<file path="src/core/rs_pkg.sv">
// Constants, field positions and types for the reset and machine check unit.
// Assumes a 32-bit register view; bit indices are little-endian (bit 0 = LSB).
package rs_pkg;

  // Register byte offsets on the register bus
  localparam logic [7:0] OFF_RET_ADDR = 8'h00;
  localparam logic [7:0] OFF_SAVED    = 8'h04;
  localparam logic [7:0] OFF_HWCFG    = 8'h08;
  localparam logic [7:0] OFF_MSR      = 8'h0c;
  localparam logic [7:0] OFF_STATUS   = 8'h10;

  // Vector offsets and physical bases
  localparam logic [31:0] VEC_SYS_RESET = 32'h00000100;
  localparam logic [31:0] VEC_MCHECK    = 32'h00000200;
  localparam logic [31:0] BASE_LOW      = 32'h00000000;
  localparam logic [31:0] BASE_HIGH     = 32'hfff00000;

  // Machine state field positions
  localparam int MSR_ILE = 16;
  localparam int MSR_ME  = 12;
  localparam int MSR_IP  = 6;
  localparam int MSR_RI  = 1;
  localparam int MSR_LE  = 0;
  // Power, ext enable, privilege, float, trace, translate, recoverable, LE
  localparam logic [31:0] MSR_ENTRY_CLEAR = 32'h0004ef33;

  // Hardware configuration enables
  localparam int HID_PIN_EN   = 31;
  localparam int HID_CACHE_EN = 30;
  localparam int HID_ABUS_EN  = 29;
  localparam int HID_DBUS_EN  = 28;

  // Saved-state layouts
  localparam logic [31:0] EXCEPTION_SAVED_STATE_RST_KEEP = 32'h87c0ffff;
  localparam logic [31:0] EXCEPTION_SAVED_STATE_MC_KEEP  = 32'h0000fffd;
  localparam logic [31:0] EXCEPTION_SAVED_STATE_DCACHE   = 32'h00200000;
  localparam logic [31:0] EXCEPTION_SAVED_STATE_ICACHE   = 32'h00100000;
  localparam logic [31:0] EXCEPTION_SAVED_STATE_PIN      = 32'h00080000;
  localparam logic [31:0] EXCEPTION_SAVED_STATE_DBUS     = 32'h00060000;
  localparam logic [31:0] EXCEPTION_SAVED_STATE_ABUS     = 32'h00010000;

  // Values after reset
  localparam logic [31:0] MSR_POR  = 32'h00000040;
  localparam logic [31:0] HARDWARE_CONFIG_ZERO_POR = 32'h00000000;
  localparam logic [31:0] WORD_RST = 32'h00000000;

  // Bus answers
  localparam logic [1:0] RESP_OKAY   = 2'b00;
  localparam logic [1:0] RESP_SLVERR = 2'b10;

  typedef enum logic [1:0] {
    CAUSE_NONE   = 2'b00,
    CAUSE_RESET  = 2'b01,
    CAUSE_MCHECK = 2'b10
  } rs_cause_t;

  function automatic logic [31:0] rs_vector(input logic ip, input logic [31:0] off);
    rs_vector = (ip ? BASE_HIGH : BASE_LOW) | off;
  endfunction

  function automatic logic [31:0] rs_merge(input logic [31:0] old, input logic [31:0] data,
                                           input logic [3:0] strb);
    rs_merge = old;
    for (int i = 0; i < 4; i++) begin
      if (strb[i]) begin
        rs_merge[8*i +: 8] = data[8*i +: 8];
      end
    end
  endfunction

endpackage

</file>
<file path="src/core/rs_exception_unit.sv">
// Reset and machine check exception entry with AXI4-Lite register access.
// Assumes pins are asynchronous, parity strobes come from core_clk logic.
//
// Overview of operation
// RL1: Either reset pin raises nonmaskable reset exception
// RL2: Reset saves next instruction address
// RL3: Reset saves MACHINE_STATE_REGISTER bits 0,5-9,16-31; clears others
// RL4: Corrupted state clears saved recoverable bit
// RL5: Soft reset keeps architected registers intact
// RL6: Reset vectors to offset 0x00100
// RL7: Parity, transfer error or pin raise machine check
// RL8: Config bits 0-3 gate each source; transfer error is not gated
// RL9: Enabled and ME taken, else checkstop
// RL10: Checkstop halts processing until reset
// RL11: Transfer error accepted on own bus operations
// RL12: Memory controller reports parity/ECC via transfer error
// RL13: Machine check saves executing instruction address
// RL14: Machine check clears 0-9, sets cache/pin bits
// RL15: Bus parity bits 13-15, copy 16-29,31
// RL16: Machine check with ME cleared checkstops
// RL17: Machine check vectors to offset 0x00200
// RL18: Entry copies INTERRUPT_LITTLE_ENDIAN to LE, clears mode bits
// RL19: Prefix bit selects low or high base
// RL20: Checkstop freezes latches within two cycles
// RL21: Simultaneous sources all set status bits; the code sets no status bit for a transfer error
`timescale 1ns/10ps
`default_nettype none
module rs_exception_unit
  import rs_pkg::*;
#(
  parameter int ADDR_W = 8
) (
  // Clock and reset
  input  wire logic              core_clk,
  input  wire logic              rst_n,
  // Board pins
  input  wire logic              soft_reset_n,
  input  wire logic              hard_reset_n,
  input  wire logic              machine_check_pin_n,
  input  wire logic              transfer_error_ack_n,
  // Core-side error strobes and addresses
  input  wire logic              busOpActive,
  input  wire logic              dcacheParityErr,
  input  wire logic              icacheParityErr,
  input  wire logic              addrParityErr,
  input  wire logic              dataParityErr,
  input  wire logic              stateCorrupt,
  input  wire logic [31:0]       nextInstrAddr,
  input  wire logic [31:0]       execInstrAddr,
  // Fetch redirect and status
  output logic                   fetchRedirect,
  output logic      [31:0]       fetchAddr,
  output logic                   checkstop,
  output logic      [31:0]       machineState,
  // AXI4-Lite slave
  input  wire logic [ADDR_W-1:0] s_axi_awaddr,
  input  wire logic              s_axi_awvalid,
  output logic                   s_axi_awready,
  input  wire logic [31:0]       s_axi_wdata,
  input  wire logic [3:0]        s_axi_wstrb,
  input  wire logic              s_axi_wvalid,
  output logic                   s_axi_wready,
  output logic      [1:0]        s_axi_bresp,
  output logic                   s_axi_bvalid,
  input  wire logic              s_axi_bready,
  input  wire logic [ADDR_W-1:0] s_axi_araddr,
  input  wire logic              s_axi_arvalid,
  output logic                   s_axi_arready,
  output logic      [31:0]       s_axi_rdata,
  output logic      [1:0]        s_axi_rresp,
  output logic                   s_axi_rvalid,
  input  wire logic              s_axi_rready
);

  ////////////////////////////////////////////////////////////////////////
  // Pin synchronisation and event detection

  logic [3:0]  pinLevel;
  logic [3:0]  pinPrev_reg;
  logic        softFell;
  logic        hardFell;
  logic        resetTake;
  logic        teaEvt;
  logic [4:0]  mcSrc;
  logic        mcReq;
  logic        mcTake;
  logic        stopTake;
  rs_cause_t   cause;
  logic [31:0] calcMsrIn;
  logic [31:0] calcMsr;
  logic [31:0] calcSrr1;

  rs_pin_sync #(
    .WIDTH     (4),
    .RESET_VAL (4'hf)
  ) u_sync (
    .core_clk (core_clk),
    .rst_n    (rst_n),
    .pinIn    ({transfer_error_ack_n, machine_check_pin_n, hard_reset_n, soft_reset_n}),
    .levelOut (pinLevel)
  );

  logic [31:0] exception_return_address_reg, exception_return_address_next;
  logic [31:0] exception_saved_state_reg, exception_saved_state_next;
  logic [31:0] hardware_config_zero_reg, hardware_config_zero_next;
  logic [31:0] msr_reg, msr_next;
  logic        stop_reg, stop_next;
  rs_cause_t   lastCause_reg, lastCause_next;
  logic        redir_reg, redir_next;
  logic [31:0] fetch_reg, fetch_next;

  always_comb begin
    softFell  = pinPrev_reg[0] & ~pinLevel[0];
    hardFell  = pinPrev_reg[1] & ~pinLevel[1];
    resetTake = softFell | hardFell;  // see RL1
    teaEvt    = pinPrev_reg[3] & ~pinLevel[3] & busOpActive;  // see RL11
    mcSrc[4]  = dcacheParityErr & hardware_config_zero_reg[HID_CACHE_EN];  // see RL8
    mcSrc[3]  = icacheParityErr & hardware_config_zero_reg[HID_CACHE_EN];
    mcSrc[2]  = pinPrev_reg[2] & ~pinLevel[2] & hardware_config_zero_reg[HID_PIN_EN];
    mcSrc[1]  = dataParityErr & hardware_config_zero_reg[HID_DBUS_EN];
    mcSrc[0]  = addrParityErr & hardware_config_zero_reg[HID_ABUS_EN];
    mcReq     = (|mcSrc) | teaEvt;  // see RL7
    mcTake    = mcReq & msr_reg[MSR_ME] & ~stop_reg & ~resetTake;  // see RL9
    stopTake  = mcReq & ~msr_reg[MSR_ME] & ~stop_reg & ~resetTake;  // see RL9 see RL16
    if (resetTake) begin
      cause = CAUSE_RESET;
    end else if (mcTake) begin
      cause = CAUSE_MCHECK;
    end else begin
      cause = CAUSE_NONE;
    end
    calcMsrIn = hardFell ? MSR_POR : msr_reg;
  end

  rs_entry_calc u_calc (
    .cause   (cause),
    .corrupt (stateCorrupt),
    .mcSrc   (mcSrc),
    .msrCur  (calcMsrIn),
    .msrNew  (calcMsr),
    .srr1New (calcSrr1)
  );

  ////////////////////////////////////////////////////////////////////////
  // AXI4-Lite slave

  logic              awHeld_reg, awHeld_next;
  logic [ADDR_W-1:0] awAddr_reg, awAddr_next;
  logic              wHeld_reg, wHeld_next;
  logic [31:0]       wData_reg, wData_next;
  logic [3:0]        wStrb_reg, wStrb_next;
  logic              bvalid_reg, bvalid_next;
  logic [1:0]        bresp_reg, bresp_next;
  logic              awready_reg, awready_next;
  logic              wready_reg, wready_next;
  logic              arready_reg, arready_next;
  logic              rvalid_reg, rvalid_next;
  logic [31:0]       rdata_reg, rdata_next;
  logic [1:0]        rresp_reg, rresp_next;
  logic              doWrite;

  always_comb begin
    awHeld_next = awHeld_reg;
    awAddr_next = awAddr_reg;
    wHeld_next  = wHeld_reg;
    wData_next  = wData_reg;
    wStrb_next  = wStrb_reg;
    bvalid_next = bvalid_reg;
    bresp_next  = bresp_reg;
    rvalid_next = rvalid_reg;
    rdata_next  = rdata_reg;
    rresp_next  = rresp_reg;
    doWrite     = awHeld_reg & wHeld_reg & ~bvalid_reg;
    if (s_axi_awvalid & awready_reg) begin
      awHeld_next = 1'b1;
      awAddr_next = s_axi_awaddr;
    end
    if (s_axi_wvalid & wready_reg) begin
      wHeld_next = 1'b1;
      wData_next = s_axi_wdata;
      wStrb_next = s_axi_wstrb;
    end
    if (s_axi_bvalid & s_axi_bready) begin
      bvalid_next = 1'b0;
    end
    if (doWrite) begin
      awHeld_next = 1'b0;
      wHeld_next  = 1'b0;
      bvalid_next = 1'b1;
      if (awAddr_reg == OFF_RET_ADDR || awAddr_reg == OFF_SAVED || awAddr_reg == OFF_HWCFG
          || awAddr_reg == OFF_MSR || awAddr_reg == OFF_STATUS) begin
        bresp_next = RESP_OKAY;
      end else begin
        bresp_next = RESP_SLVERR;
      end
    end
    if (s_axi_rvalid & s_axi_rready) begin
      rvalid_next = 1'b0;
    end
    if (s_axi_arvalid & arready_reg) begin
      rvalid_next = 1'b1;
      rresp_next  = RESP_OKAY;
      if (s_axi_araddr == OFF_RET_ADDR) begin
        rdata_next = exception_return_address_reg;
      end else if (s_axi_araddr == OFF_SAVED) begin
        rdata_next = exception_saved_state_reg;
      end else if (s_axi_araddr == OFF_HWCFG) begin
        rdata_next = hardware_config_zero_reg;
      end else if (s_axi_araddr == OFF_MSR) begin
        rdata_next = msr_reg;
      end else if (s_axi_araddr == OFF_STATUS) begin
        rdata_next = {29'h0, lastCause_reg, stop_reg};
      end else begin
        rdata_next = 32'h0;
        rresp_next = RESP_SLVERR;
      end
    end
    awready_next = ~awHeld_next & ~bvalid_next;
    wready_next  = ~wHeld_next & ~bvalid_next;
    arready_next = ~rvalid_next;
  end

  ////////////////////////////////////////////////////////////////////////
  // Architected state and exception entry

  always_comb begin
    exception_return_address_next      = exception_return_address_reg;
    exception_saved_state_next      = exception_saved_state_reg;
    hardware_config_zero_next      = hardware_config_zero_reg;
    msr_next       = msr_reg;
    stop_next      = stop_reg;
    lastCause_next = lastCause_reg;
    redir_next     = 1'b0;
    fetch_next     = fetch_reg;
    if (doWrite & ~stop_reg) begin  // see RL20
      if (awAddr_reg == OFF_RET_ADDR) begin
        exception_return_address_next = rs_merge(exception_return_address_reg, wData_reg, wStrb_reg);
      end else if (awAddr_reg == OFF_SAVED) begin
        exception_saved_state_next = rs_merge(exception_saved_state_reg, wData_reg, wStrb_reg);
      end else if (awAddr_reg == OFF_HWCFG) begin
        hardware_config_zero_next = rs_merge(hardware_config_zero_reg, wData_reg, wStrb_reg);
      end else if (awAddr_reg == OFF_MSR) begin
        msr_next = rs_merge(msr_reg, wData_reg, wStrb_reg);
      end
    end
    if (resetTake) begin
      exception_return_address_next      = nextInstrAddr;  // see RL2
      exception_saved_state_next      = calcSrr1;
      msr_next       = calcMsr;
      stop_next      = 1'b0;  // see RL10
      lastCause_next = CAUSE_RESET;
      redir_next     = 1'b1;
      fetch_next     = rs_vector(calcMsrIn[MSR_IP], VEC_SYS_RESET);  // see RL6 see RL19
      if (hardFell) begin
        hardware_config_zero_next = HARDWARE_CONFIG_ZERO_POR;  // see RL5
      end
    end else if (mcTake) begin
      exception_return_address_next      = execInstrAddr;  // see RL13
      exception_saved_state_next      = calcSrr1;
      msr_next       = calcMsr;
      lastCause_next = CAUSE_MCHECK;
      redir_next     = 1'b1;
      fetch_next     = rs_vector(msr_reg[MSR_IP], VEC_MCHECK);  // see RL17 see RL19
    end else if (stopTake) begin
      stop_next = 1'b1;  // see RL10
    end
  end

  always_ff @(posedge core_clk) begin
    if (!rst_n) begin
      pinPrev_reg   <= 4'hf;
      exception_return_address_reg      <= WORD_RST;
      exception_saved_state_reg      <= WORD_RST;
      hardware_config_zero_reg      <= HARDWARE_CONFIG_ZERO_POR;
      msr_reg       <= MSR_POR;
      stop_reg      <= 1'b0;
      lastCause_reg <= CAUSE_NONE;
      redir_reg     <= 1'b0;
      fetch_reg     <= WORD_RST;
      awHeld_reg    <= 1'b0;
      awAddr_reg    <= '0;
      wHeld_reg     <= 1'b0;
      wData_reg     <= WORD_RST;
      wStrb_reg     <= 4'h0;
      bvalid_reg    <= 1'b0;
      bresp_reg     <= RESP_OKAY;
      awready_reg   <= 1'b0;
      wready_reg    <= 1'b0;
      arready_reg   <= 1'b0;
      rvalid_reg    <= 1'b0;
      rdata_reg     <= WORD_RST;
      rresp_reg     <= RESP_OKAY;
    end else begin
      pinPrev_reg   <= pinLevel;
      exception_return_address_reg      <= exception_return_address_next;
      exception_saved_state_reg      <= exception_saved_state_next;
      hardware_config_zero_reg      <= hardware_config_zero_next;
      msr_reg       <= msr_next;
      stop_reg      <= stop_next;
      lastCause_reg <= lastCause_next;
      redir_reg     <= redir_next;
      fetch_reg     <= fetch_next;
      awHeld_reg    <= awHeld_next;
      awAddr_reg    <= awAddr_next;
      wHeld_reg     <= wHeld_next;
      wData_reg     <= wData_next;
      wStrb_reg     <= wStrb_next;
      bvalid_reg    <= bvalid_next;
      bresp_reg     <= bresp_next;
      awready_reg   <= awready_next;
      wready_reg    <= wready_next;
      arready_reg   <= arready_next;
      rvalid_reg    <= rvalid_next;
      rdata_reg     <= rdata_next;
      rresp_reg     <= rresp_next;
    end
  end

  assign fetchRedirect = redir_reg;
  assign fetchAddr     = fetch_reg;
  assign checkstop     = stop_reg;
  assign machineState  = msr_reg;
  assign s_axi_awready = awready_reg;
  assign s_axi_wready  = wready_reg;
  assign s_axi_bvalid  = bvalid_reg;
  assign s_axi_bresp   = bresp_reg;
  assign s_axi_arready = arready_reg;
  assign s_axi_rvalid  = rvalid_reg;
  assign s_axi_rdata   = rdata_reg;
  assign s_axi_rresp   = rresp_reg;
endmodule
`default_nettype wire

</file>
<file path="src/core/rs_pin_sync.sv">
// Three-stage synchroniser for active-low pins with agreement filter.
// Assumes inputs are asynchronous to core_clk.
`timescale 1ns/10ps
`default_nettype none
module rs_pin_sync #(
  parameter int          WIDTH     = 4,
  parameter logic [3:0]  RESET_VAL = 4'hf
) (
  // Clock and reset
  input  wire logic             core_clk,
  input  wire logic             rst_n,
  // Pins and filtered levels
  input  wire logic [WIDTH-1:0] pinIn,
  output logic      [WIDTH-1:0] levelOut
);

  logic [WIDTH-1:0] s1_reg;
  logic [WIDTH-1:0] s2_reg;
  logic [WIDTH-1:0] s3_reg;
  logic [WIDTH-1:0] level_reg;
  logic [WIDTH-1:0] level_next;

  always_comb begin
    level_next = level_reg;
    for (int i = 0; i < WIDTH; i++) begin
      if (s2_reg[i] == s3_reg[i]) begin
        level_next[i] = s3_reg[i];
      end
    end
  end

  always_ff @(posedge core_clk) begin
    if (!rst_n) begin
      s1_reg    <= RESET_VAL[WIDTH-1:0];
      s2_reg    <= RESET_VAL[WIDTH-1:0];
      s3_reg    <= RESET_VAL[WIDTH-1:0];
      level_reg <= RESET_VAL[WIDTH-1:0];
    end else begin
      s1_reg    <= pinIn;
      s2_reg    <= s1_reg;
      s3_reg    <= s2_reg;
      level_reg <= level_next;
    end
  end

  assign levelOut = level_reg;

endmodule
`default_nettype wire

</file>
<file path="src/core/rs_entry_calc.sv">
// New machine state and saved state on exception entry.
// Assumes a purely combinational use by the exception unit.
`timescale 1ns/10ps
`default_nettype none
module rs_entry_calc
  import rs_pkg::*;
(
  // Exception kind
  input  wire rs_cause_t   cause,
  input  wire logic        corrupt,
  // Machine check sources: dcache, icache, pin, data bus, address bus
  input  wire logic [4:0]  mcSrc,
  // State
  input  wire logic [31:0] msrCur,
  output logic      [31:0] msrNew,
  output logic      [31:0] srr1New
);

  always_comb begin
    msrNew         = msrCur & ~MSR_ENTRY_CLEAR;  // see RL18
    msrNew[MSR_LE] = msrCur[MSR_ILE];            // see RL18
    srr1New        = msrCur;
    case (cause)
      CAUSE_RESET: begin
        srr1New = msrCur & EXCEPTION_SAVED_STATE_RST_KEEP;  // see RL3
        if (corrupt) begin
          srr1New[MSR_RI] = 1'b0;  // see RL4
        end
      end
      CAUSE_MCHECK: begin
        msrNew[MSR_ME] = 1'b0;
        srr1New = (msrCur & EXCEPTION_SAVED_STATE_MC_KEEP)  // see RL14 see RL15
                | (mcSrc[4] ? EXCEPTION_SAVED_STATE_DCACHE : 32'h0)
                | (mcSrc[3] ? EXCEPTION_SAVED_STATE_ICACHE : 32'h0)
                | (mcSrc[2] ? EXCEPTION_SAVED_STATE_PIN : 32'h0)
                | (mcSrc[1] ? EXCEPTION_SAVED_STATE_DBUS : 32'h0)
                | (mcSrc[0] ? EXCEPTION_SAVED_STATE_ABUS : 32'h0);  // see RL21
      end
      default: begin
        msrNew = msrCur;
      end
    endcase
  end

endmodule
`default_nettype wire

</file>
<file path="config.mk">
export PLATFORM = sky130hd
export DESIGN_NAME = rs_exception_unit
export DESIGN_NICKNAME = d
export VERILOG_FILES = /design/src/core/rs_pkg.sv /design/src/core/rs_exception_unit.sv /design/src/core/rs_pin_sync.sv /design/src/core/rs_entry_calc.sv
export SDC_FILE = /design/constraint.sdc
export NUM_CORES = 1
export LEC_CHECK = 0
export BUFFER_PORTS_ARGS = -buffer_cell sky130_fd_sc_hd__buf_4
export CAP_MARGIN = 20
export CELL_PAD_IN_SITES_DETAIL_PLACEMENT = 1
export CELL_PAD_IN_SITES_GLOBAL_PLACEMENT = 2
export CORE_MARGIN = 2
export CORE_UTILIZATION = 32
export DETAILED_ROUTE_END_ITERATION = 10
export GPL_TIMING_DRIVEN = 0
export PLACE_DENSITY = 0.77
export SLEW_MARGIN = 25
export SYNTH_ARGS = -nofsm -noshare
export SYNTH_HDL_FRONTEND = slang
export SYNTH_SLANG_ARGS = --single-unit
</file>
<file path="constraint.sdc">
create_clock -name core_clk -period 2.33 [get_ports core_clk]
set_input_delay 0.3495 -clock core_clk [delete_from_list [all_inputs] [get_ports core_clk]]
set_output_delay 0.3495 -clock core_clk [all_outputs]
set_load 0.005 [all_outputs]
</file>
* Yosys cells after proc, flatten, opt, wreduce, memory -nomap -nowiden
Index checks and enable logic that the tools add are counted.
W data, S select, Z words.
** Word-level totals
- Register bits :: 271
- Word-level logic and storage cells :: 204
- Input port bits :: 133
- Output and inout bits :: 107
** Operators by class
- Mux-type cells :: 70
- Bitwise operators :: 47
- Equality and inequality tests :: 17
- Reduce and logical (&&, ||, !) cells :: 31
** Operators with widths (number)
- $mux W32 :: 31
- $or A32 B32 Y32 :: 4
- $mux W8 :: 8
- $pmux W32 S2 :: 1
- $eq A8 B4 Y1 const B :: 4
- $or A16 B32 Y32 :: 1
- $and A1 B1 Y1 :: 26
- $reduce_and A6 Y1 :: 4
- $reduce_bool A3 Y1 :: 8
- $mux W22 :: 1
- $mux W21 :: 1
- $mux W20 :: 1
- $mux W19 :: 1
- $mux W17 :: 1
- $eq A8 B3 Y1 const B :: 2
- $eq A8 B5 Y1 const B :: 2
- $logic_not A8 Y1 :: 2
- $mux W2 :: 8
- $reduce_and A4 Y1 :: 4
- $mux W1 :: 14
- $not A1 Y1 :: 14
- $mux W12 :: 1
- $reduce_and A3 Y1 :: 4
- $ne A3 B3 Y1 const B :: 3
- 11 further kinds :: 19

* Depth between registers and ports, before layout
- Depth in word-level cells :: 15
- Mapped depth :: 8
- Gate-level depth less buffers :: 5

* Cells and area by module
A second synthesis with hierarchy kept.
** Second synthesis, totals
- Cells, all modules :: 1479
- Area total of the unflattened synthesis :: 11473.5 um^2
** Modules (own cells, without submodules)
- rs_exception_unit :: area each 10410.0 um^2, cells an instance 1353, instances 1, sequential area each 4464.3 um^2
- rs_entry_calc :: area each 598.1 um^2, cells an instance 85, instances 1, sequential area each 0.0 um^2
- rs_pin_sync :: area each 465.4 um^2, cells an instance 41, instances 1, sequential area each 320.3 um^2

* Worst setup path after synthesis
No wires, ideal clock.
- Path kind :: register -> register
- Start point :: register awAddr_reg[0]
- End point :: register exception_saved_state_reg[17]
- Library setup time :: 0.130 ns
- Slack :: 0.284 ns
- Data required time :: 2.200 ns
- Period minus slack after synthesis :: 2.046 ns
- Arrival time :: 1.915 ns
- Buffers on the path :: 1
- Cell stages (with the launch flop) :: 7
- Path through :: dfxtp_1 or4_4 or4_1 buf_6 nor2_8 mux2i_1 a21oi_1
** Between the ends
- Cells in the longest elaborated chain, start to end :: 3
- Elaborated cells between the ends (all ways) :: 5
- Those cells by class :: eq/ne (2); reduce/logical (3)
** RTL lines
- from (decl) :: line rs_exception_unit.sv:148 : logic [ADDR_W-1:0] awAddr_reg, awAddr_next;
- from (signal assigned) :: line rs_exception_unit.sv:304 : awAddr_reg <= awAddr_next;
- $eq A8 B3 Y1 / $logic_not A8 Y1 (equally long branches) :: line rs_exception_unit.sv:238, rs_exception_unit.sv:236
- $reduce_bool A3 Y1 (no line) / $ne A3 B3 Y1 (equally long branches)
- $reduce_and A4 Y1 (no line) *
- to (signal assigned) :: line rs_exception_unit.sv:296 : exception_saved_state_reg <= exception_saved_state_next;
- to (decl) :: line rs_exception_unit.sv:104 : logic [31:0] exception_saved_state_reg, exception_saved_state_next;
Every way passes the cells marked *; elsewhere a longest branch is shown, timed or not.
A chain may end at the register's enable or synchronous reset.

* Worst setup path after layout
- Start point :: register u_sync.level_reg[1], in the netlist u_sync.levelOut[1]
- End point :: register exception_saved_state_reg[7]
** Between the ends
- Cells in the longest elaborated chain, start to end :: 11
- Elaborated cells between the ends (all ways) :: 23
- Those cells by class :: eq/ne (3); mux (6); bitwise (10); reduce/logical (4)
** RTL lines
- from (decl) :: line rs_pin_sync.sv:20 : logic [WIDTH-1:0] level_reg;
- from (signal assigned) :: line rs_pin_sync.sv:37 : level_reg <= RESET_VAL[WIDTH-1:0];
- from (signal assigned) :: line rs_pin_sync.sv:42 : level_reg <= level_next;
- $not A1 Y1 * :: line rs_exception_unit.sv:114 : hardFell = pinPrev_reg[1] & ~pinLevel[1];
- $and A1 B1 Y1 * :: line rs_exception_unit.sv:114
- $mux W32 / $or A1 B1 Y1 (equally long branches) :: line rs_exception_unit.sv:132, rs_exception_unit.sv:115
- $or A16 B32 Y32 / $not A1 Y1 (equally long branches) :: line rs_entry_calc.sv:33, rs_exception_unit.sv:123
- $or A32 B32 Y32 / $and A1 B1 Y1 (equally long branches) :: line rs_entry_calc.sv:34, rs_exception_unit.sv:123
- $or A32 B32 Y32 / $mux W2 (equally long branches) :: line rs_entry_calc.sv:35, rs_exception_unit.sv:127
- $or A32 B32 Y32 / $mux W2 (equally long branches) :: line rs_entry_calc.sv:36, rs_exception_unit.sv:125
- $or A32 B32 Y32 (tied with other cells) :: line rs_entry_calc.sv:37 : | (mcSrc[0] ? EXCEPTION_SAVED_STATE_ABUS : 32'h0);
- $pmux W32 S2 :: line rs_entry_calc.sv:23 : case (cause)
- $mux W32 :: line rs_exception_unit.sv:257 : end else if (mcTake) begin
- $mux W32 :: line rs_exception_unit.sv:246 : if (resetTake) begin
Marked as above.

==> key figures <==
Run status
  – Run status: finished with violations
  – Failing checks: negative setup slack

Synthesis
  – Area share of the largest cell type after synthesis: 0.448
  – Post-Syn Instances: 1,245
  – Register area share after synthesis: 0.448
  – Count of cell types in the netlist: 64
  – Most frequent cell after synthesis: dfxtp_1
  – #FFs+latches synth: 239
  – Synth area leader: dfxtp_1
  – Number of synthesized flops with an enable pin: 0
  – Most frequent cells after synthesis: dfxtp_1, nand2_1, nor2_1
  – Mapped Avg Cell Area: 8.59 sq um
  – Mapped Area: ~11,000 sq um
  – Main synth FF type: dfxtp_1
  – Ys async rst share: 0
  – Yosys warnings: 0
  – Largest cells by area after synthesis: dfxtp_1, mux2i_1, nand2_1

Place
  – Cell Area, Placed: ~13,000 sq um
  – Pre-CTS setup slack: -0.871 ns
  – DP HPWL: ~35 mm
  – Routability congestion estimate: 0.895
  – IO buf count: 216

Critical path
  – WP data arrival: 2.73 ns
  – Worst setup path class: reg2reg
  – Worst-path maximum fanout: 10
  – CP cell instances: nand2b_1, nand2_1, nor2_2, clkbuf_1, a211oi_1
  – CP peak stage delay: 0.64 ns
  – Data required, critical path: 2.72 ns
  – Slowest CP cell: clkbuf_1
  – CP Capture Type: register
  – CP startpoint kind: register

Floorplanning
  – Die area: 34,900 sq um
  – Starting Density: 0.327
  – Number of core rows: 66
  – Die W: about 190 um
  – Core area: 32,700 sq um
  – # IOs: 240
  – Chip height: 187 um

GRT
  – Total grt overflow: 0
  – Initial antenna violation count: 0
  – Gr usage total: 0.255
  – Vias in the first global route: 10.6k
  – Pin count of the biggest net entering global routing: 14
  – Global-route wire length before repair: just under 70 mm

CTS
  – Clock tree buffer depth: 3
  – Worst-Skew Late Latency: between 0.5 and 0.6 ns
  – CTS tree: yes
  – CTS root buffer: clkbuf_16
  – CTS H-tree lvls: 1
  – Clock buffer count from CTS: 28
  – CTS Sinks: 239
  – Register clock-pin slew on the reported worst setup and hold paths: 0.06 ns

STA
  – Final period util: 1.01
  – Final WS setup: -0.0138 ns
  – Final setup vio count: 8
  – Max Slew Vio Count: 0
  – Final setup skew: 0.0218 ns
  – Fmax: 0.427 GHz
  – Worst-Margin Slew: ~1.1 ns
  – Slew HR: 0.261
  – RSZ-0062 raised after global routing: yes
  – Min Clock Period, post-route: approximately 2.3 ns
  – Final Hold Violating Endpoints: 0

Detailed routing
  – Total number of vias: 10.6k
  – Vias per inst: approximately 5.3
  – Post-Route WL: 45.7 mm
  – Initial DRC count: 775
  – Antenna viol nets, final: 0
  – DRC: 0
  – DR WL/cell: 23.0 um
  – 1st-pass router iterations: 5

Layout
  – Non-Filler Cell Area, Final: 14,300 sq um
  – # diodes: 0
  – # fillers: ~3.9k
  – Final #Nets: 1,660
  – Syn-to-layout area delta: 33.6%
  – Layout cell share with drive strength beyond 1: 0.240
  – Post-layout util: 0.437

Power and ir drop
  – Maximum vdd drop: 503 uV
  – Pwr Density: 690 nW/um^2
  – Static Leak: 6.13 nW

Flow run
  – MaxCap Viol Count: 0

Hold path
  – Hold Crit Class: in2reg
-- per-layer routing --
metal	share of wire	wire (um)	global-route usage
met2	0.45	20400	0.399
met3	0.066	3020	0.0463
met1	0.46	21100	0.356
met4	0.028	1270	0.0769
met5	0	0	0
-- metrics by stage --
stage | cells | hold slack (ns) | setup TNS [ns] | power [W]
after floorplan | 1264 | 0.386 | 0 | 0.00464
after global placement | 1922 | 0.388 | -44.32 | 0.00505
after detailed placement | 1922 | 0.400 | -49.21 | 0.00506
after CTS | 1984 | 0.0293 | 0 | 0.00991
after global routing | 1991 | 0.0411 | -0.878 | 0.0102
final | 1991 | 0.0484 | -0.0428 | 0.00986
-- logic make-up after synthesis --
family / Yosys count / synth area share
flops: 239 / 0.448
other cells: 1 / 0.000351
simple gates: 453 / 0.199
buf+inv: 133 / 0.0599
compound gates: 319 / 0.200
mux: 100 / 0.0936
-- layout by cell type, fill, tap and decap left out, drive strengths merged, types with 3 or more instances in the layout --
master / count
a211oi: 17
a21oi: 128
a221oi: 11
a22o: 12
a31o: 5
a32oi: 3
a41oi: 3
and2: 6
and3: 4
buf: 270
bufinv: 6
clkbuf: 119
clkinv: 6
conb: 20
dfxtp: 239
dlygate4sd3: 4
inv: 12
mux2i: 100
nand2: 179
nand2b: 42
nand3: 11
nand3b: 5
nand4: 12
nor2: 148
nor2b: 5
nor3: 12
nor4: 4
nor4b: 4
o2111ai: 29
o211a: 5
o21ai: 49
o221ai: 17
o22ai: 4
o311a: 5
o31ai: 17
or3: 12
or4: 3
-- worst max-delay path, delay by kind of cell (launching register included) --
kind	cells	cell delay, ns
simple gates	3	0.93
compound gates	1	0.16
buf+inv	1	0.64
flops	1	0.45
-- cell type report --
| type | instances | area [sq um] | share of cell area |
|---|---|---|---|
| inverter | 12 | 45.0 | 0.00315 |
| timing repair buffer | 234 | 1800 | 0.126 |
| multi-input combinational | 892 | 5450 | 0.382 |
| tap | 442 | 553 | 0.0387 |
| sequential | 239 | 4790 | 0.335 |
| clock buffer | 39 | 803 | 0.0562 |
| buffer | 120 | 624 | 0.0437 |
| clock inverter | 13 | 218 | 0.0152 |
-- path summary, 6_finish.rpt --
check	from	endpoint	slack, ns	depth (start not counted)
min reg2reg	u_sync.s1_reg[2]	u_sync.s2_reg[2]	0.41	1
min	s_axi_awaddr[0]	awAddr_reg[0]	0.05	3
max	u_sync.levelOut[1]	exception_saved_state_reg[7]	-0.01	5
max reg2reg	u_sync.levelOut[1]	exception_saved_state_reg[7]	-0.01	5
-- report_power, final --
part,internal [W],total [W],switching (W),leakage [nW]
clock network,0.00306,0.00487,0.00181,0.502
registers,0.00416,0.00425,0.0000877,1.93
logic,0.000318,0.000753,0.000436,3.69
total,0.00753,0.00986,0.00233,6.13
-- timing repair --
item,in CTS,in global routing
cloned,0,0
endpoints found under the setup margin,117,97
hold buffers,4,0
pin swaps,4,5
buffers inserted,7,7
resized for setup,29,18
hold endpoints to repair,4,0
No activity file was read; power rests on OpenSTA's default activity.
